### config.mk
export PLATFORM = sky130hd
export DESIGN_NAME = smsd_top
export DESIGN_NICKNAME = d
export VERILOG_FILES = /design/src/hw/smsd_pkg.sv /design/src/hw/smsd_top.sv /design/src/hw/smsd_sync.sv /design/src/hw/smsd_edge.sv
export SDC_FILE = /design/constraint.sdc
export NUM_CORES = 1
export LEC_CHECK = 0
export BUFFER_PORTS_ARGS = -buffer_cell sky130_fd_sc_hd__buf_2
export CAP_MARGIN = 20
export CORE_MARGIN = 4
export CORE_UTILIZATION = 51
export DETAILED_ROUTE_END_ITERATION = 8
export HOLD_SLACK_MARGIN = 0.02
export PLACE_DENSITY = 0.79
export SLEW_MARGIN = 20
export SYNTH_ARGS = -nofsm -noshare
export SYNTH_HDL_FRONTEND = slang
export SYNTH_SLANG_ARGS = --single-unit
### constraint.sdc
create_clock -name sys_clk -period 6 [get_ports sys_clk]
set_input_delay 0.6 -clock sys_clk [delete_from_list [all_inputs] [get_ports sys_clk]]
set_output_delay 0.6 -clock sys_clk [all_outputs]
set_load 0.1 [all_outputs]
### src/hw/smsd_pkg.sv
// constants shared by the supervisor/decoder block and its helpers
// assumes a single 250 MHz system clock and synchronous active-low reset
package smsd_pkg;
    localparam int unsigned SMSD_CLK_MHZ = 250;
    // hardware unlock removes switched memory power for this long
    localparam int unsigned SMSD_UNLOCK_US = 10;
    localparam int unsigned SMSD_UNLOCK_CYC = SMSD_UNLOCK_US * SMSD_CLK_MHZ;
    localparam logic [11:0] SMSD_UNLOCK_CNT = 12'(SMSD_UNLOCK_CYC);
    localparam logic [15:0] SMSD_PFW_VECTOR = 16'h002B;
    localparam logic [7:0] SMSD_PORT_IDLE = 8'hFF;
    localparam logic [2:0] SMSD_SYNC_ZERO = 3'h0;

    typedef enum logic [2:0] {
        SMSD_BUS_IDLE = 3'b000,
        SMSD_BUS_ADDR = 3'b001,
        SMSD_BUS_LATCH = 3'b010,
        SMSD_BUS_STROBE = 3'b011,
        SMSD_BUS_HOLD = 3'b100
    } smsd_bus_state_t;

    typedef enum logic [1:0] {
        SMSD_TGT_NVRAM = 2'b00,
        SMSD_TGT_RTC = 2'b01,
        SMSD_TGT_EXP = 2'b10,
        SMSD_TGT_NONE = 2'b11
    } smsd_target_t;

    // number of bus-state cycles the strobe stays low
    localparam logic [2:0] SMSD_STROBE_CYC = 3'h3;
endpackage

### src/hw/smsd_top.sv
// supervisor and memory-access decoder of a secure microcontroller module
// assumes cpu core outside issues one access at a time and waits for done
`timescale 1ns/1ps
// Function
// RL1 - high reset input holds device in reset
// RL2 - reset input pulled down when floating
// RL3 - falling bootstrap request starts loader
// RL4 - bootstrap held low at power-up enters loader
// RL5 - far side debounces bootstrap request
// RL6 - self-destruct erases keys, drops memory power
// RL7 - far side grounds unused self-destruct
// RL8 - low port open-drain as gpio, push-pull bus
// RL9 - high port carries upper address byte
// RL10 - latch strobe captures low address byte
// RL11 - active-low write strobe during writes
// RL12 - active-low read strobe during reads
// RL13 - irq zero shared with clock-calendar output
// RL14 - irq one active-low request
// RL15 - default mode: all on internal bus
// RL16 - partitioned unmapped data goes expanded
// RL17 - program fetch never uses expanded bus
// RL18 - peripheral select steers data to clock
// RL19 - warning threshold vectors to 2Bh
// RL20 - reset threshold suspends execution
// RL21 - supply reset forces enables inactive high
// RL22 - below backup threshold switch to cell
// RL23 - leave reset only when both clear
module smsd_top import smsd_pkg::*; (
    input wire logic sys_clk,
    input wire logic rst_n,
    input wire logic reset_pin,
    input wire logic reset_pin_driven,
    input wire logic bootstrap_request,
    input wire logic bootstrap_request_driven,
    input wire logic self_destruct_input,
    input wire logic below_warning_threshold,
    input wire logic below_reset_threshold,
    input wire logic below_backup_threshold,
    input wire logic pfw_enable,
    input wire logic ext_irq_zero,
    input wire logic clock_calendar_irq_out,
    input wire logic ext_irq_one,
    input wire logic partition_mode,
    input wire logic [15:0] partition_addr,
    input wire logic peripheral_space_select,
    input wire logic acc_req,
    input wire logic acc_write,
    input wire logic acc_fetch,
    input wire logic [15:0] acc_addr,
    input wire logic [7:0] acc_wdata,
    input wire logic [7:0] gpio_p0_out,
    input wire logic [7:0] low_addr_data_port_in,
    output logic [7:0] low_addr_data_port_out,
    output logic [7:0] low_addr_data_port_oe,
    output logic [7:0] high_addr_port,
    output logic addr_latch_enable,
    output logic write_strobe_n,
    output logic read_strobe_n,
    output logic acc_done,
    output logic [7:0] acc_rdata,
    output logic nvram_ce_n,
    output logic rtc_ce_n,
    output logic mem_rw_n,
    output logic cpu_reset,
    output logic bootstrap_start,
    output logic bootstrap_mode,
    output logic pfw_irq,
    output logic [15:0] pfw_vector,
    output logic irq0_req,
    output logic irq1_req,
    output logic key_erase,
    output logic switched_memory_supply_en,
    output logic battery_backup
);
    logic rst_pin_s, rst_drv_s, boot_s, boot_drv_s, sdi_s;
    logic pfw_s, vmin_s, vli_s, ext_irq_zero_s, clock_calendar_irq_out_s, ext_irq_one_s;
    logic boot_level, boot_fall, rst_level, reset_hold;
    logic pfw_prev_q, boot_seen_q, unlock_busy;
    logic [11:0] unlock_cnt_q;
    smsd_bus_state_t bus_q;
    smsd_target_t tgt;
    logic [2:0] strobe_cnt_q;
    logic wr_q, exp_active;
    logic [15:0] addr_q;
    logic [7:0] wdata_q, rdata_q;
    logic done_q;

    // each reset, bootstrap, self-destruct, threshold and irq pin level passes two flops before any logic looks at it
    smsd_sync #(.RST_VAL(1'b0)) u_s_rst (
        .sys_clk(sys_clk),
        .rst_n(rst_n),
        .pin_in(reset_pin),
        .level_out(rst_pin_s)
    );

    smsd_sync #(.RST_VAL(1'b0)) u_s_rstd (
        .sys_clk(sys_clk),
        .rst_n(rst_n),
        .pin_in(reset_pin_driven),
        .level_out(rst_drv_s)
    );

    smsd_sync #(.RST_VAL(1'b1)) u_s_boot (
        .sys_clk(sys_clk),
        .rst_n(rst_n),
        .pin_in(bootstrap_request),
        .level_out(boot_s)
    );

    smsd_sync #(.RST_VAL(1'b0)) u_s_bootd (
        .sys_clk(sys_clk),
        .rst_n(rst_n),
        .pin_in(bootstrap_request_driven),
        .level_out(boot_drv_s)
    );

    smsd_sync #(.RST_VAL(1'b0)) u_s_sdi (
        .sys_clk(sys_clk),
        .rst_n(rst_n),
        .pin_in(self_destruct_input),
        .level_out(sdi_s)
    );

    smsd_sync #(.RST_VAL(1'b0)) u_s_pfw (
        .sys_clk(sys_clk),
        .rst_n(rst_n),
        .pin_in(below_warning_threshold),
        .level_out(pfw_s)
    );

    // supply assumed low until the first real samples arrive
    smsd_sync #(.RST_VAL(1'b1)) u_s_vmin (
        .sys_clk(sys_clk),
        .rst_n(rst_n),
        .pin_in(below_reset_threshold),
        .level_out(vmin_s)
    );

    smsd_sync #(.RST_VAL(1'b0)) u_s_vli (
        .sys_clk(sys_clk),
        .rst_n(rst_n),
        .pin_in(below_backup_threshold),
        .level_out(vli_s)
    );

    smsd_sync #(.RST_VAL(1'b1)) u_s_ext_irq_zero (
        .sys_clk(sys_clk),
        .rst_n(rst_n),
        .pin_in(ext_irq_zero),
        .level_out(ext_irq_zero_s)
    );

    smsd_sync #(.RST_VAL(1'b1)) u_s_clock_calendar_irq_out (
        .sys_clk(sys_clk),
        .rst_n(rst_n),
        .pin_in(clock_calendar_irq_out),
        .level_out(clock_calendar_irq_out_s)
    );

    smsd_sync #(.RST_VAL(1'b1)) u_s_ext_irq_one (
        .sys_clk(sys_clk),
        .rst_n(rst_n),
        .pin_in(ext_irq_one),
        .level_out(ext_irq_one_s)
    );

    // RL2 pull-down: undriven reset pin reads inactive
    assign rst_level = rst_drv_s & rst_pin_s;
    // RL4 pull-up: undriven bootstrap pin reads high
    assign boot_level = boot_drv_s ? boot_s : 1'b1;

    smsd_edge u_boot_edge (
        .sys_clk(sys_clk),
        .rst_n(rst_n),
        .level_in(boot_level),
        .fall_pulse(boot_fall)
    );

    // RL1 RL20 reset sources
    // RL23 release needs both clear
    assign reset_hold = rst_level | vmin_s;
    assign cpu_reset = reset_hold;

    // RL3 bootstrap on falling edge
    // RL5 one edge per request is assumed debounced outside
    assign bootstrap_start = boot_fall & ~reset_hold;

    // RL4 low level at reset release selects loader
    always_ff @(posedge sys_clk) begin
        if (!rst_n) begin
            bootstrap_mode <= 1'b0;
            boot_seen_q <= 1'b0;
        end else if (reset_hold) begin
            boot_seen_q <= 1'b0;
        end else if (!boot_seen_q) begin
            boot_seen_q <= 1'b1;
            bootstrap_mode <= ~boot_level;
        end else if (boot_fall) begin
            bootstrap_mode <= 1'b1;
        end
    end

    // RL6 self-destruct unlock and supply dropout
    // RL7 input assumed grounded when unused
    always_ff @(posedge sys_clk) begin
        if (!rst_n) begin
            unlock_cnt_q <= 12'h000;
        end else if (sdi_s) begin
            unlock_cnt_q <= SMSD_UNLOCK_CNT;
        end else if (unlock_cnt_q != 12'h000) begin
            unlock_cnt_q <= unlock_cnt_q - 12'h001;
        end
    end
    assign unlock_busy = unlock_cnt_q != 12'h000;
    assign key_erase = sdi_s;
    // RL22 backup cell keeps memory but no vcc path
    assign switched_memory_supply_en = ~unlock_busy;
    assign battery_backup = vli_s;

    // RL19 warning vectors to 2Bh, execution continues
    always_ff @(posedge sys_clk) begin
        if (!rst_n) begin
            pfw_prev_q <= 1'b0;
        end else begin
            pfw_prev_q <= pfw_s;
        end
    end
    assign pfw_irq = pfw_s & ~pfw_prev_q & pfw_enable & ~reset_hold;
    assign pfw_vector = SMSD_PFW_VECTOR;

    // RL13 shared low-active line with clock-calendar
    assign irq0_req = ~(ext_irq_zero_s & clock_calendar_irq_out_s);
    // RL14 low-active external request one
    assign irq1_req = ~ext_irq_one_s;

    // target decode; fetches never leave the module
    always_comb begin
        // RL15 default: everything internal
        tgt = SMSD_TGT_NVRAM;
        // RL17 fetches stay internal
        if (acc_fetch) begin
            tgt = SMSD_TGT_NVRAM;
        // RL18 peripheral space to clock
        end else if (peripheral_space_select) begin
            tgt = SMSD_TGT_RTC;
        // RL16 at or above partition goes expanded
        end else if (partition_mode && acc_addr >= partition_addr) begin
            tgt = SMSD_TGT_EXP;
        end
    end

    assign exp_active = bus_q != SMSD_BUS_IDLE;

    // expanded bus cycle sequencer
    always_ff @(posedge sys_clk) begin
        if (!rst_n || reset_hold) begin
            bus_q <= SMSD_BUS_IDLE;
            strobe_cnt_q <= SMSD_SYNC_ZERO;
            wr_q <= 1'b0;
            addr_q <= 16'h0000;
            wdata_q <= 8'h00;
        end else begin
            unique case (bus_q)
                SMSD_BUS_IDLE: begin
                    if (acc_req && tgt == SMSD_TGT_EXP) begin
                        bus_q <= SMSD_BUS_ADDR;
                        wr_q <= acc_write;
                        addr_q <= acc_addr;
                        wdata_q <= acc_wdata;
                    end
                end
                SMSD_BUS_ADDR: begin
                    bus_q <= SMSD_BUS_LATCH;
                end
                SMSD_BUS_LATCH: begin
                    bus_q <= SMSD_BUS_STROBE;
                    strobe_cnt_q <= SMSD_STROBE_CYC;
                end
                SMSD_BUS_STROBE: begin
                    strobe_cnt_q <= strobe_cnt_q - 3'h1;
                    if (strobe_cnt_q == 3'h1) begin
                        bus_q <= SMSD_BUS_HOLD;
                    end
                end
                SMSD_BUS_HOLD: begin
                    bus_q <= SMSD_BUS_IDLE;
                end
                default: begin
                    bus_q <= SMSD_BUS_IDLE;
                end
            endcase
        end
    end

    // read data is captured on the last strobe cycle
    always_ff @(posedge sys_clk) begin
        if (!rst_n) begin
            rdata_q <= 8'h00;
        end else if (bus_q == SMSD_BUS_STROBE && strobe_cnt_q == 3'h1 && !wr_q) begin
            rdata_q <= low_addr_data_port_in;
        end
    end

    // internal accesses complete in one cycle, expanded in the cycle after hold
    always_ff @(posedge sys_clk) begin
        if (!rst_n || reset_hold) begin
            done_q <= 1'b0;
        end else begin
            done_q <= (acc_req && !exp_active && tgt != SMSD_TGT_EXP && !done_q)
                || bus_q == SMSD_BUS_HOLD;
        end
    end
    assign acc_done = done_q;
    assign acc_rdata = rdata_q;

    // RL10 latch strobe high in the first of the two low-port address cycles
    assign addr_latch_enable = bus_q == SMSD_BUS_ADDR;
    // RL11 write strobe low in strobe phase
    assign write_strobe_n = ~(bus_q == SMSD_BUS_STROBE && wr_q);
    // RL12 read strobe low in strobe phase
    assign read_strobe_n = ~(bus_q == SMSD_BUS_STROBE && !wr_q);

    // RL9 upper address byte on high port
    assign high_addr_port = exp_active ? addr_q[15:8] : SMSD_PORT_IDLE;

    // RL8 gpio open-drain, bus push-pull
    always_comb begin
        low_addr_data_port_out = 8'h00;
        low_addr_data_port_oe = ~gpio_p0_out;
        if (bus_q == SMSD_BUS_ADDR || bus_q == SMSD_BUS_LATCH) begin
            // RL10 low address byte multiplexed
            low_addr_data_port_out = addr_q[7:0];
            low_addr_data_port_oe = SMSD_PORT_IDLE;
        end else if (exp_active && wr_q) begin
            low_addr_data_port_out = wdata_q;
            low_addr_data_port_oe = SMSD_PORT_IDLE;
        end else if (exp_active) begin
            low_addr_data_port_oe = 8'h00;
        end
    end

    // RL21 supply reset forces enables high
    assign nvram_ce_n = vmin_s | ~(acc_req && !exp_active && tgt == SMSD_TGT_NVRAM);
    assign rtc_ce_n = vmin_s | ~(acc_req && !exp_active && tgt == SMSD_TGT_RTC);
    assign mem_rw_n = vmin_s | ~(acc_req && acc_write && !exp_active
        && tgt != SMSD_TGT_EXP && !acc_fetch);
endmodule

### src/hw/smsd_sync.sv
// two-flop synchroniser for one pin level
// assumes the pin is asynchronous to sys_clk; reset value given by parameter
`timescale 1ns/1ps
module smsd_sync import smsd_pkg::*; #(
    parameter logic RST_VAL = 1'b0
) (
    input wire logic sys_clk,
    input wire logic rst_n,
    input wire logic pin_in,
    output logic level_out
);
    logic meta_q;
    logic sync_q;

    always_ff @(posedge sys_clk) begin
        if (!rst_n) begin
            meta_q <= RST_VAL;
            sync_q <= RST_VAL;
        end else begin
            meta_q <= pin_in;
            sync_q <= meta_q;
        end
    end

    assign level_out = sync_q;
endmodule

### src/hw/smsd_edge.sv
// falling-edge detector on an already synchronised level
// assumes the input is in the sys_clk domain
`timescale 1ns/1ps
module smsd_edge import smsd_pkg::*; (
    input wire logic sys_clk,
    input wire logic rst_n,
    input wire logic level_in,
    output logic fall_pulse
);
    logic prev_q;

    // reset to high so a level already low after reset is seen as a falling edge
    always_ff @(posedge sys_clk) begin
        if (!rst_n) begin
            prev_q <= 1'b1;
        end else begin
            prev_q <= level_in;
        end
    end

    assign fall_pulse = prev_q & ~level_in;
endmodule

======== Word-level counts from Yosys, hierarchy flattened ========
Cells that the tools add are included.
word-level totals
  flip-flop bits (word level) ............. 78
  bits of input ports ..................... 75
  output and inout port bits .............. 64
  logic and storage cells ................. 126
cells by class
  $add $sub $neg .......................... 2
  magnitude comparators ................... 1
  eq/ne operators ......................... 11
  mux-type cells .......................... 19
  bitwise gates (word level) .............. 24
  reduce and logical (&&, ||, !) cells .... 34
operators with widths
  kind                                                 count
  two-way mux 8 bit                                    6
  two-way mux 12 bit                                   2
  greater-or-equal comparator 16 bit                   1
  logical AND 1 bit                                    16
  inverter 1 bit                                       12
  one-hot mux 3 bit (4 select lines)                   1
  nonzero test 12 bit                                  1
  subtractor 12 x 1 -> 12 bit (second input constant)  1
  inequality test 2 bit (second input constant)        4
  inverter 8 bit                                       1
  AND 1 bit                                            7
  == test 3 x 1 -> 1 bit (second input constant)       2
  == test 3 x 2 -> 1 bit (second input constant)       2
  two-way mux 2 bit                                    3
  two-way mux 3 bit                                    2
  one-hot mux 3 bit (2 select lines)                   1
  AND reduction 2 bit                                  3
  logical NOT 1 bit                                    5
  two-way mux 1 bit                                    4
  bitwise OR 1 bit                                     4
  nonzero test 2 bit                                   2
  == test 3 bit (second input constant)                1
  logical NOT 3 bit                                    1
  logical OR 1 bit                                     3
  other kinds (6)                                      6

======== Depth between registers and ports, before layout ========
Gate-level depths: netlist (run 1).
  depth after elaboration ................. 10
  depth in mapped cells ................... 8
  gate-level depth less buffers ........... 8

======== Modules after synthesis ========
Synthesis (run 1) repeated with hierarchy kept, for this count alone.
unflattened totals
  cells, all modules ...................... 428
  area, all modules ....................... 3752.3 sq um
modules (own cells, without submodules)
  module     times used  cells an instance  area each (sq um)  seq. area each (sq um)
  smsd_top   1           381                3141.8             1101.1
  smsd_sync  11          4                  52.6               40.0
  smsd_edge  1           3                  32.5               20.0

======== Worst setup path after synthesis (run 1) ========
No wires, ideal clock.
  path kind ............................... flip-flop to output port
  start ................................... reg u_s_rstd.sync_q, in the netlist u_s_rstd.level_out
  end ..................................... out pfw_irq
  arrival time ............................ 3157 ps
  required time ........................... 5400 ps
  path slack .............................. 2243 ps
  cell stages (with the launch flop) ...... 4
  buffers on the path ..................... 0
  path through ............................ dfxtp_1 > a21oi_1 > inv_1 > nor3_1
on the way
  cells in the longest elaborated chain, start to end .. 4
ends and longest elaborated chain
  element                   RTL line         text
  start: declaration        smsd_sync.sv:13  logic sync_q;
  start signal: assignment  smsd_sync.sv:21  sync_q <= meta_q;
  AND 1 bit                 smsd_top.sv:168  assign rst_level = rst_drv_s & rst_pin_s;
  bitwise OR 1 bit          smsd_top.sv:181  assign reset_hold = rst_level | vmin_s;
  named net cpu_reset       smsd_top.sv:64   output logic cpu_reset,
  inverter 1 bit (no line)  -
  AND 1 bit                 smsd_top.sv:228  assign pfw_irq = pfw_s & ~pfw_prev_q & pfw_enable & ~reset_hold;
  end: declaration          smsd_top.sv:67   output logic pfw_irq,
The timed path passes the listed nets, and every way through them passes these cells.

======== Final worst setup path (run 1) ========
  start ................................... in acc_addr[0]
  end ..................................... out mem_rw_n
on the way
  cells in the longest elaborated chain, start to end .. 10
ends and longest elaborated chain
  element                             RTL line         text
  start: declaration                  smsd_top.sv:49   input wire logic [15:0] acc_addr,
  greater-or-equal comparator 16 bit  smsd_top.sv:247  end else if (partition_mode && acc_addr >= partition_addr) begin
  logical AND 1 bit                   smsd_top.sv:247
  two-way mux 2 bit                   smsd_top.sv:247
  two-way mux 2 bit                   smsd_top.sv:244  end else if (peripheral_space_select) begin
  two-way mux 2 bit                   smsd_top.sv:241  if (acc_fetch) begin
  inequality test 2 bit               smsd_top.sv:346  && tgt != SMSD_TGT_EXP && !acc_fetch);
  logical AND 1 bit (2 in series)     smsd_top.sv:346
  inverter 1 bit                      smsd_top.sv:345  assign mem_rw_n = vmin_s | ~(acc_req && acc_write && !exp_active
  bitwise OR 1 bit                    smsd_top.sv:345
  end: declaration                    smsd_top.sv:63   output logic mem_rw_n,
Every way passes these cells.

==> reports/summary.txt, run 1 <==
STA
----------------------------------------------------------------------------------------
Final setup TNS                                                                     0 ps
Pin slew with the least headroom to its limit                                    1041 ps
Setup repair after global routing missed its margin                                   no
Portion of the clock cycle consumed by the worst path in the final layout         55.66%
Max frequency                                                                 0.2994 GHz
Max-slew violation total from the final report                                         0
Slew headroom                                                                     30.42%
Count of final hold-check violations                                                   0
Final critical delay including setup and external delays                         3340 ps
Final setup violating endpoints                                                        0
Worst Skew                                                                      8.839 ps

SETUP PATH
----------------------------------------------------------------------------------------
Kind of capture point of the worst setup path                                output port
Maximum fanout along the worst path                                                    3
CP Cell Sequence                                                            buf_2 -> inv_1 -> ha_1 -> nand2b_1 -> a2111o_1 -> a32oi_2 -> nand2_1 -> a2111o_1 -> buf_2
Setup Crit Path Kind                                                              in2out
Data arrival time at the worst-slack endpoint                                    2740 ps
Crit-path slowest cell                                                      sky130_fd_sc_hd__a2111o_1
Crit start category                                                         primary input
WP data required                                                                 5400 ps
Longest individual stage delay on the worst path                                  430 ps

LOGIC SYNTHESIS
----------------------------------------------------------------------------------------
Most area-hungry cell type in the Yosys netlist                             sky130_fd_sc_hd__dfxtp_1
Cell with the most instances after synthesis                                sky130_fd_sc_hd__dfxtp_1
Area share of the largest cell type after synthesis                               41.35%
Syn Inst Count                                                                       427
Netlist area before placement                                                   3776 um2
Most instantiated cells after synthesis                                     sky130_fd_sc_hd__dfxtp_1 (78), sky130_fd_sc_hd__nand2_1 (68), sky130_fd_sc_hd__mux2i_1 (34)
Total of warnings raised by yosys                                                      0
Most used DFF post-synth                                                    sky130_fd_sc_hd__dfxtp_1
Register bit count reported by yosys                                                  78
Number of different library cells in the post-synthesis netlist                       44
Register area share after synthesis                                               41.35%
EDFF count, synth                                                                      0
Leading cell types by total area after synthesis                            sky130_fd_sc_hd__dfxtp_1 (41%), sky130_fd_sc_hd__mux2i_1 (9.0%), sky130_fd_sc_hd__nand2_1 (6.8%), sky130_fd_sc_hd__ha_1 (6.3%), sky130_fd_sc_hd__buf_4 (3.6%)
Synth Area per Inst                                                            8.843 um2
Share of async-settable or async-resettable flops after synthesis                     0%

DIE
----------------------------------------------------------------------------------------
FP Rows                                                                               31
DIE AREA                                                                        8844 um2
Core Box Area                                                                   7214 um2
Die Width                                                                       94.05 um
Vertical die dimension                                                          94.05 um
Number of placed I/O pins                                                            139
Initial core utilization                                                          52.34%

GLOBAL ROUTE
----------------------------------------------------------------------------------------
Total overflow reported by the global router                                           0
Most used routing layer                                                             met2
Number of global-route vias before repair                                           2989
Met1 demand-to-capacity share in global routing                                   22.93%
Global routing met3 resource utilization                                          4.647%
First-pass GRT wire length                                                      13330 um
Pin count of the biggest net entering global routing                                  53
Met2 track utilization from global routing                                        32.70%
Number of antenna violations at the first check in global routing                      0
Overall Global Routing Usage                                                      18.93%

CLOCK TREE
----------------------------------------------------------------------------------------
Clock tree from TritonCTS                                                           done
Max H-tree Level                                                                       3
Maximum clock insertion buffer count                                                   2
Number of cells upsized or downsized after cts                                         0
CTS hold repair buffers                                                                0
Reg clk slew, reported paths                                                       90 ps
Number of setup buffers added after CTS                                                0
CTS root buffer                                                             sky130_fd_sc_hd__clkbuf_8
Clock latency at the later pin of the worst-skew pair                             350 ps
Num CTS Buffers                                                                        9
Clk sinks                                                                             78

ROUTING
----------------------------------------------------------------------------------------
Detailed Routing Iterations Pass 1                                                     4
Vias per Instance                                                                  4.890
Drc violations                                                                         0
Total via count after detailed routing                                              3164
Detailed Route Iter0 Violations                                                      100
Routed wire length                                                               8360 um
Final routed wire length divided by cell count                                  12.92 um
Post-route antenna net violation count                                                 0

CELLS AND AREA
----------------------------------------------------------------------------------------
Post-route core utilization                                                       63.53%
Final Net Count                                                                      637
Fraction of final layout cells with drive strength greater than 1                 27.92%
Antenna fix cells                                                                      0
Area growth, synth to finish                                                      21.37%
Final cell count without fillers                                                     647

POWER
----------------------------------------------------------------------------------------
Leakage power total                                                             2.080 nW
Power, Total                                                                    1.364 mW
Max VDD drop                                                                   0.3117 mV
Power per unit of standard cell area                                        297.5 nW/um2

RUN STATUS
----------------------------------------------------------------------------------------
Outcome                                                                     finished clean

PLACEMENT
----------------------------------------------------------------------------------------
Buffers added on ports                                                               122
Estimated wirelength of the detail-placed design                                 6414 um
Placer Congestion                                                                 0.7967
Cell total after placement                                                           631

HOLD PATH
----------------------------------------------------------------------------------------
Type of the worst min-delay path                                                 reg2reg

RUN
----------------------------------------------------------------------------------------
Number of max-cap violations                                                           0

sequential cells by signal (all words and copies together) (netlist names), 3 cells and up:
register / cells
addr_q: 16
unlock_cnt_q: 12
acc_rdata: 8
wdata_q: 8
bus_q: 3
strobe_cnt_q: 3
where the power goes:
group	total (mW)	internal (mW)	switching, mW
registers	0.592	0.556	0.0362
clock network	0.401	0.197	0.204
logic	0.371	0.129	0.242
cell type report:
class | instances | area (um2)
flip-flops and latches | 78 | 1562
inverters | 32 | 120.1
repair buffers | 123 | 618.1
multi-input cells | 299 | 1956
fillers | 652 | 2631
clock buffers | 9 | 123.9
clock inverters | 7 | 80.08
well taps | 99 | 123.9
worst paths after layout:
kind         cells after the start                         end  slack, ps               startpoint
max                              9                    mem_rw_n       2660              acc_addr[0]
min                              1  u_s_ext_irq_zero.level_out        410  u_s_ext_irq_zero.meta_q
max reg2reg                      4                  wdata_q[7]       3600                 bus_q[0]
min reg2reg                      1  u_s_ext_irq_zero.level_out        410  u_s_ext_irq_zero.meta_q
stage by stage:
stage / setup WS [ps] / instance area (um2) / hold WS (ps)
6_report: 2660 / 4583 / 411.6
5_1_grt: 2569 / 4583 / 417.5
4_1_cts: 2654 / 4583 / 415.3
3_5_place_dp: 2662 / 4379 / 394.2
3_3_place_gp: 2683 / 4379 / 386.8
2_1_floorplan: 2243 / 3829 / 386.3
worst max-delay path, delay by kind of cell:
kind | cells | cell delay, ps
compound gates | 3 | 1140
buf+inv | 3 | 420
simple gates | 2 | 320
fa+ha+maj | 1 | 250
placed cells by master (no fill, tap or decap), types with 3 or more instances in the layout:
cell type | synthesis | routed
sky130_fd_sc_hd__nor2b_1 | 12 | 12
sky130_fd_sc_hd__a21o_1 | 3 | 3
sky130_fd_sc_hd__clkbuf_8 | 0 | 9
sky130_fd_sc_hd__nor3b_1 | 3 | 3
sky130_fd_sc_hd__nor2_1 | 21 | 21
sky130_fd_sc_hd__conb_1 | 2 | 16
sky130_fd_sc_hd__mux2i_1 | 34 | 34
sky130_fd_sc_hd__o21ai_0 | 13 | 13
sky130_fd_sc_hd__nor4_1 | 3 | 3
sky130_fd_sc_hd__xor2_1 | 5 | 5
sky130_fd_sc_hd__ha_1 | 19 | 19
sky130_fd_sc_hd__buf_2 | 3 | 122
sky130_fd_sc_hd__a22o_1 | 8 | 8
sky130_fd_sc_hd__or2_2 | 9 | 9
sky130_fd_sc_hd__nand3_1 | 8 | 8
sky130_fd_sc_hd__nor3_1 | 6 | 6
sky130_fd_sc_hd__inv_1 | 31 | 31
sky130_fd_sc_hd__inv_6 | 0 | 3
sky130_fd_sc_hd__and2_1 | 13 | 13
sky130_fd_sc_hd__xnor2_1 | 3 | 3
sky130_fd_sc_hd__a21boi_0 | 5 | 5
sky130_fd_sc_hd__nand2b_1 | 13 | 13
sky130_fd_sc_hd__a211oi_1 | 3 | 3
sky130_fd_sc_hd__nand2_1 | 68 | 68
sky130_fd_sc_hd__a21oi_1 | 12 | 12
sky130_fd_sc_hd__dfxtp_1 | 78 | 78
routing by layer:
metal | up-vias | routed length (um)
met5 | - | 0
met2 | 90 | 4134
met1 | 1440 | 3594
met4 | 0 | 87
met3 | 8 | 544
li1 | 1626 | -
kinds of logic after synthesis:
group                    count (synthesis)  share of synthesized area [%]
AND/OR/NAND/NOR                        166                          21.90
flip-flops                              78                          41.35
buffers and inverters                   64                          8.250
AO/OA/AOI/OAI                           56                          11.13
multiplexers                            34                          9.013
adder cells (fa/ha/maj)                 19                          6.296
XOR/XNOR                                 8                          1.856
other                                    2                         0.1989
(Power assumes the default switching activity.)
==> run 2, diff against run 1 <==
ABC_AREA = 1   (was default)
CORE_UTILIZATION = 45   (was 51)
PLACE_DENSITY = 0.74   (was 0.79)
clock period = 3 ns   (was 6 ns; I/O delays follow)
==> reports/summary.txt, run 2 <==
LOGIC SYNTHESIS
----------------------------------------------------------------------------------------
Cell with the most instances after synthesis                                sky130_fd_sc_hd__nand2_1
Synthesized-area fraction occupied by and/or/nand/nor cells                       26.63%
Number of different library cells in the post-synthesis netlist                       34
Most area-hungry cell type in the Yosys netlist                             sky130_fd_sc_hd__dfxtp_1
Post-Synth XOR/XNOR Area                                                         0.9183%
Synth Area per Inst                                                            7.157 um2
EDFF count, synth                                                                      0
Most instantiated cells after synthesis                                     sky130_fd_sc_hd__nand2_1 (108), sky130_fd_sc_hd__inv_1 (97), sky130_fd_sc_hd__dfxtp_1 (78)
Share of the synthesized area in compound gates (AO/OA/AOI/OAI)                   9.643%
Share of async-settable or async-resettable flops after synthesis                     0%
Syn Inst Count                                                                       533
Total of warnings raised by yosys                                                      0
Most used DFF post-synth                                                    sky130_fd_sc_hd__dfxtp_1
Main combinational cell family by area after synthesis                      simple AND/OR/NAND/NOR gates
Leading cell types by total area after synthesis                            sky130_fd_sc_hd__dfxtp_1 (41%), sky130_fd_sc_hd__nand2_1 (11%), sky130_fd_sc_hd__inv_1 (9.5%), sky130_fd_sc_hd__nor2_1 (7.0%), sky130_fd_sc_hd__ha_1 (6.2%)
Register area share after synthesis                                               40.93%
Adder-cell area share of the yosys netlist                                        6.232%
Proportion of synthesized area in mux cells                                           0%
Netlist area before placement                                                   3815 um2
Area share of the largest cell type after synthesis                               40.93%
Register bit count reported by yosys                                                  78

SETUP PATH
----------------------------------------------------------------------------------------
Crit-path slowest cell                                                      sky130_fd_sc_hd__buf_2
CP Cell Sequence                                                            inv_1 -> ha_1 -> nand4_1 -> nor2_2 -> nand2_2 -> inv_1 -> buf_2
CP most frequent cell                                                       sky130_fd_sc_hd__inv_1
Data arrival time at the worst-slack endpoint                                    2180 ps
Setup Crit Path Kind                                                             reg2out
Maximum fanout along the worst path                                                   10
WP data required                                                                 2700 ps
Critical path buffer and inverter count                                                3
Longest individual stage delay on the worst path                                  460 ps
Family with the most delay on the worst path                                buffers and inverters
Kind of capture point of the worst setup path                                output port
Crit start category                                                             register

PLACEMENT
----------------------------------------------------------------------------------------
Worst setup slack before clock tree synthesis                                   695.1 ps
Cell total after placement                                                           746
Buffers added on ports                                                               122
Estimated wirelength of the detail-placed design                                 6771 um
Placer Congestion                                                                 0.8846

CELLS AND AREA
----------------------------------------------------------------------------------------
Commonest non-fill, non-tap cells in the layout                             sky130_fd_sc_hd__buf_2 (122), sky130_fd_sc_hd__nand2_1 (108), sky130_fd_sc_hd__inv_1 (97), sky130_fd_sc_hd__dfxtp_1 (78), sky130_fd_sc_hd__nor2_1 (70)
Fraction of final layout cells with drive strength greater than 1                 25.72%
Post-route core utilization                                                       56.28%
Area growth, synth to finish                                                      21.22%
Antenna fix cells                                                                      0
Filler instances                                                                     819
Most common cell after layout, fill and taps aside                          sky130_fd_sc_hd__buf_2
Final cell count without fillers                                                     762
Register ranked first by flip-flop count                                          addr_q
Top flop regs                                                               addr_q x16, unlock_cnt_q x12
Final Net Count                                                                      746
Max FFs per register                                                                  16

STA
----------------------------------------------------------------------------------------
Max frequency                                                                 0.4035 GHz
Pin slew with the least headroom to its limit                                   572.7 ps
Final setup TNS                                                                     0 ps
Least setup slack across all paths after layout                                 521.5 ps
Final critical delay including setup and external delays                         2478 ps
Worst Skew                                                                      8.371 ps
Portion of the clock cycle consumed by the worst path in the final layout         82.62%
Setup repair after global routing missed its margin                                   no
Count of final hold-check violations                                                   0
Final setup violating endpoints                                                        0
Slew headroom                                                                     61.71%
Max-slew violation total from the final report                                         0

POWER
----------------------------------------------------------------------------------------
Internal portion of total power                                                 1.833 mW
Power per unit of standard cell area                                        615.3 nW/um2
Clk network pwr share                                                              27.4%
Leakage power total                                                             2.490 nW
Max VDD drop                                                                   0.6625 mV
Proportion of power drawn by combinational gates                                   30.5%
Switching power as a share of total power                                         35.59%
Reported net switching power                                                    1.013 mW
Sequential share of power                                                          42.1%
Power, Total                                                                    2.845 mW

ROUTING
----------------------------------------------------------------------------------------
Drc violations                                                                         0
Detailed Route Iter0 Violations                                                      107
Total via count after detailed routing                                              3458
Routed wire length                                                               8779 um
Post-route antenna net violation count                                                 0
Vias per Instance                                                                  4.538
Detailed Routing Iterations Pass 1                                                     4
Final routed wire length divided by cell count                                  11.52 um

GLOBAL ROUTE
----------------------------------------------------------------------------------------
Total overflow reported by the global router                                           0
Met1 demand-to-capacity share in global routing                                   21.67%
Met2 track utilization from global routing                                        30.22%
Number of global-route vias before repair                                           3205
Global routing met3 resource utilization                                          3.544%
Number of antenna violations at the first check in global routing                      0
First-pass GRT wire length                                                      14150 um
Pin count of the biggest net entering global routing                                  51
Most used routing layer                                                             met2
Overall Global Routing Usage                                                      17.59%

DIE
----------------------------------------------------------------------------------------
DIE AREA                                                                       10020 um2
Number of placed I/O pins                                                            139
Vertical die dimension                                                          100.1 um
Initial core utilization                                                          46.43%
Core Box Area                                                                   8217 um2
FP Rows                                                                               33
Die Width                                                                       100.1 um

CLOCK TREE
----------------------------------------------------------------------------------------
Max H-tree Level                                                                       3
Clock tree from TritonCTS                                                           done
Number of setup buffers added after CTS                                                0
Num CTS Buffers                                                                        9
Clock latency at the later pin of the worst-skew pair                             340 ps
Number of cells upsized or downsized after cts                                         0
Reg clk slew, reported paths                                                       80 ps
Clk sinks                                                                             78
CTS root buffer                                                             sky130_fd_sc_hd__clkbuf_8
CTS hold repair buffers                                                                0
Maximum clock insertion buffer count                                                   2

HOLD PATH
----------------------------------------------------------------------------------------
Type of the worst min-delay path                                                  in2reg

RUN
----------------------------------------------------------------------------------------
Number of max-cap violations                                                           0

RUN STATUS
----------------------------------------------------------------------------------------
Outcome                                                                     finished clean

==> run 2: cell types whose count changed after synthesis, sizes merged, moves of 16 or more <==
| cell | change |
|---|---|
| a21oi | +16 |
| inv | +70 |
| mux2i | -34 |
| nand2 | +43 |
| nor2 | +55 |
==> run 2: worst paths after layout <==
path / startpoint / endpoint / slack (ps) / cells after the start
setup / recovery: unlock_cnt_q[0] / switched_memory_supply_en / 520 / 7
hold / removal: below_backup_threshold / u_s_vli.meta_q / 140 / 3
setup reg to reg: bus_q[0] / addr_q[7] / 1100 / 8
hold reg to reg: u_s_vmin.meta_q / u_s_vmin.level_out / 410 / 1
==> run 2: logic make-up (layout without fill, tap and decap cells) <==
| logic type | after synthesis | after routing |
|---|---|---|
| and+or+nand+nor | 230 | 230 |
| buffers and inverters | 131 | 241 |
| DFF | 78 | 78 |
| AOI/OAI and AO/OA | 69 | 69 |
| adders and majority gates | 19 | 19 |
| xor gates and xnor gates | 4 | 4 |
| other | 2 | 16 |
==> run 2: worst reg2reg max path: stages (launching register included) <==
cell and delay, ps:
sky130_fd_sc_hd__dfxtp_1 340, sky130_fd_sc_hd__nor2_2 150, sky130_fd_sc_hd__inv_2 60, sky130_fd_sc_hd__nor2_4 100, sky130_fd_sc_hd__inv_2 140, sky130_fd_sc_hd__nor2_4 190, sky130_fd_sc_hd__nand3_4 430, sky130_fd_sc_hd__nor2_1 310
sky130_fd_sc_hd__nor2_1 70
==> run 2: power groups by stage <==
stage | logic [mW] | registers [mW] | clock network [mW]
final | 0.868 | 1.20 | 0.780
after global routing | 0.964 | 1.21 | 0.853
after CTS | 0.871 | 1.20 | 0.802
after detailed placement | 0.867 | 1.22 | 0
after global placement | 0.851 | 1.21 | 0
after floorplan | 0.706 | 1.22 | 0
==> run 2: per-stage QoR <==
stage,area (um2),hold slack (ps)
5_1_grt,4624,132.7
2_1_floorplan,3874,390.5
3_3_place_gp,4423,391.2
3_5_place_dp,4423,397.6
4_1_cts,4624,123.0
6_report,4624,142.4
==> run 2: per-layer routing <==
metal	vias to the layer above	wire [um]
li1	1840	-
met1	1504	3853
met2	104	4161
met3	10	611
met4	0	153
met5	-	0
==> run 2: area by class of cell <==
| type | count | area, um2 | share of cell area, % |
|---|---|---|---|
| clock buffers | 13 | 158.9 | 3.436 |
| clock inverters | 3 | 42.54 | 0.9199 |
| inverters | 101 | 379.1 | 8.198 |
| multi-input cells | 338 | 1725 | 37.31 |
| flip-flops and latches | 78 | 1562 | 33.77 |
| well taps | 105 | 131.4 | 2.841 |
| repair buffers | 124 | 625.6 | 13.53 |
==> run 3, diff against run 2 <==
ABC_AREA = 0   (was 1)
clock period = 2.03 ns   (was 3 ns; I/O delays follow)
==> reports/summary.txt, run 3 (synthesis results as in run 1) <==
SETUP PATH
----------------------------------------------------------------------------------------
Depth of the worst register-to-register path                                           5
Crit start category                                                         primary input
CP most frequent cell                                                       sky130_fd_sc_hd__a21o_1
Maximum fanout along the worst path                                                    3
End of the worst register-to-register path                                  unlock_cnt_q[11]
CP Cell Sequence                                                            buf_6 -> ha_4 -> a21o_1 -> a21o_1 -> a2111oi_4 -> nand2_2 -> a2111o_2 -> buf_12
Family with the most delay on the worst path                                compound AO/OA/AOI/OAI gates
Longest individual stage delay on the worst path                                  480 ps
Critical path buffer and inverter count                                                2
Kind of capture point of the worst setup path                                output port
Crit-path slowest cell                                                      sky130_fd_sc_hd__a2111o_2
Internal reg-to-reg setup slack                                                   150 ps
Setup Crit Path Kind                                                              in2out
WP data required                                                                 1830 ps
Startpoint of the worst-slack reg-to-reg timing path                        unlock_cnt_q[9]
Data arrival time at the worst-slack endpoint                                    2110 ps

CELLS AND AREA
----------------------------------------------------------------------------------------
Fraction of final layout cells with drive strength greater than 1                 36.71%
Max FFs per register                                                                  16
Most common cell after layout, fill and taps aside                          sky130_fd_sc_hd__buf_2
Antenna fix cells                                                                      0
Area growth, synth to finish                                                      45.46%
Final Net Count                                                                      672
Filler instances                                                                     661
Commonest non-fill, non-tap cells in the layout                             sky130_fd_sc_hd__buf_2 (90), sky130_fd_sc_hd__dfxtp_1 (78), sky130_fd_sc_hd__nand2_1 (67), sky130_fd_sc_hd__mux2i_1 (34)
Post-route core utilization                                                       67.19%
Top flop regs                                                               addr_q x16, unlock_cnt_q x12
Register ranked first by flip-flop count                                          addr_q

PLACEMENT
----------------------------------------------------------------------------------------
Estimated wirelength of the detail-placed design                                 7006 um
Worst setup slack before clock tree synthesis                                  -528.9 ps
Buffers added on ports                                                               122
Placer Congestion                                                                 0.8976

RUN STATUS
----------------------------------------------------------------------------------------
Outcome                                                                     finished with violations
Violated checks                                                             setup timing

ROUTING
----------------------------------------------------------------------------------------
Vias per Instance                                                                  4.849
Detailed Route Iter0 Violations                                                       87
Final routed wire length divided by cell count                                  13.38 um
Total via count after detailed routing                                              3336
Post-route antenna net violation count                                                 0
Drc violations                                                                         0
Detailed Routing Iterations Pass 1                                                     6
Routed wire length                                                               9205 um

CLOCK TREE
----------------------------------------------------------------------------------------
CTS root buffer                                                             sky130_fd_sc_hd__clkbuf_8
Clock latency at the later pin of the worst-skew pair                             350 ps
Reg clk slew, reported paths                                                       90 ps
Num CTS Buffers                                                                        9
Clock tree from TritonCTS                                                           done
Maximum clock insertion buffer count                                                   2
Clk sinks                                                                             78
Max H-tree Level                                                                       3

STA
----------------------------------------------------------------------------------------
Max frequency                                                                 0.4320 GHz
Count of final hold-check violations                                                   0
Worst hold slack                                                                35.65 ps
Portion of the clock cycle consumed by the worst path in the final layout         114.0%
Least setup slack across all paths after layout                                -284.9 ps
Setup repair after global routing missed its margin                                  yes
Final setup violating endpoints                                                        2
Worst Skew                                                                      9.435 ps
Final critical delay including setup and external delays                         2315 ps
Max-slew violation total from the final report                                         0

DIE
----------------------------------------------------------------------------------------
Core Box Area                                                                   8175 um2
Die Width                                                                       99.61 um
Initial core utilization                                                          46.19%
Vertical die dimension                                                          99.61 um
Number of placed I/O pins                                                            139
FP Rows                                                                               33
DIE AREA                                                                        9921 um2

POWER
----------------------------------------------------------------------------------------
Max VDD drop                                                                    1.370 mV
Leakage power total                                                             2.448 nW
Power, Total                                                                    4.310 mW
Power per unit of standard cell area                                        784.7 nW/um2

GLOBAL ROUTE
----------------------------------------------------------------------------------------
Number of antenna violations at the first check in global routing                      0
First-pass GRT wire length                                                      14470 um
Overall Global Routing Usage                                                      17.97%
Total overflow reported by the global router                                           0
Pin count of the biggest net entering global routing                                  53
Number of global-route vias before repair                                           3243

HOLD PATH
----------------------------------------------------------------------------------------
Hold-critical path endpoint                                                 u_s_clock_calendar_irq_out.meta_q
Hold-critical path depth                                                               2
Startpoint of the lowest-slack hold path                                    clock_calendar_irq_out
Type of the worst min-delay path                                                  in2reg

RUN
----------------------------------------------------------------------------------------
Number of max-cap violations                                                           0

==> run 3: cell types whose count changed in the layout (fill, tap and decap cells not counted), moves of 11 or more <==
| cell | before | now |
|---|---|---|
| sky130_fd_sc_hd__o21ai_0 | 26 | 4 |
| sky130_fd_sc_hd__mux2i_1 | 0 | 34 |
| sky130_fd_sc_hd__buf_2 | 122 | 90 |
| sky130_fd_sc_hd__nor2_1 | 70 | 20 |
| sky130_fd_sc_hd__buf_12 | 0 | 30 |
| sky130_fd_sc_hd__inv_1 | 97 | 28 |
| sky130_fd_sc_hd__a21oi_1 | 29 | 11 |
| sky130_fd_sc_hd__buf_4 | 2 | 30 |
| sky130_fd_sc_hd__nand2b_1 | 0 | 12 |
| sky130_fd_sc_hd__nor2b_1 | 0 | 11 |
| sky130_fd_sc_hd__nand2_1 | 108 | 67 |
| sky130_fd_sc_hd__and2_1 | 0 | 13 |
==> run 3: power breakdown <==
part | leakage, nW | total, mW | switching, mW | internal, mW
logic | 1.71 | 1.42 | 0.825 | 0.594
clock network | 0.0995 | 1.12 | 0.636 | 0.483
registers | 0.636 | 1.77 | 0.129 | 1.64
==> run 3: metal layers <==
layer,global-route usage [%],part of all wire (%)
met1,19.63,40
met2,33.01,53
met3,5.820,5.9
met4,5.252,1.5
met5,0,0
==> run 3: through the flow <==
step | std cells | TNS [ps] | cell area (um2)
5_1_grt | 688 | -618.2 | 5493
3_3_place_gp | 667 | -1558 | 5101
3_5_place_dp | 667 | -3386 | 5101
2_1_floorplan | 441 | -3484 | 3918
4_1_cts | 687 | -559.9 | 5423
6_report | 688 | -477.4 | 5493
==> run 3: worst max path at each step <==
stage                             startpoint       end  slack [ps]  cells past startpoint
after floorplan           u_s_rstd.level_out   pfw_irq        -470                      3
after global placement           acc_addr[0]  mem_rw_n        -500                      9
after detailed placement         acc_addr[0]  mem_rw_n        -530                      9
after CTS                       acc_addr[13]  mem_rw_n        -310                      8
after global routing      partition_addr[13]  mem_rw_n        -360                      9
final                           acc_addr[13]  mem_rw_n        -280                      8
==> run 3: cell type report <==
cell class	count	area [um2]	share of cell area [%]
Inverter	32	138.9	2.528
Timing Repair Buffer	158	1358	24.72
Clock inverter	7	66.31	1.207
Tap cell	105	131.4	2.392
Sequential cell	78	1562	28.43
Clock buffer	9	123.9	2.255
Multi-Input combinational cell	299	2113	38.47
==> run 3: repair_timing <==
item | CTS | global route
setup endpoints to repair | 19 | 17
resized for setup | 25 | 13
pin swaps | 6 | 3
buffers inserted | 1 | 0
hold buffers | 3 | 1
endpoints found under the hold margin | 3 | 1
cloned | 0 | 0
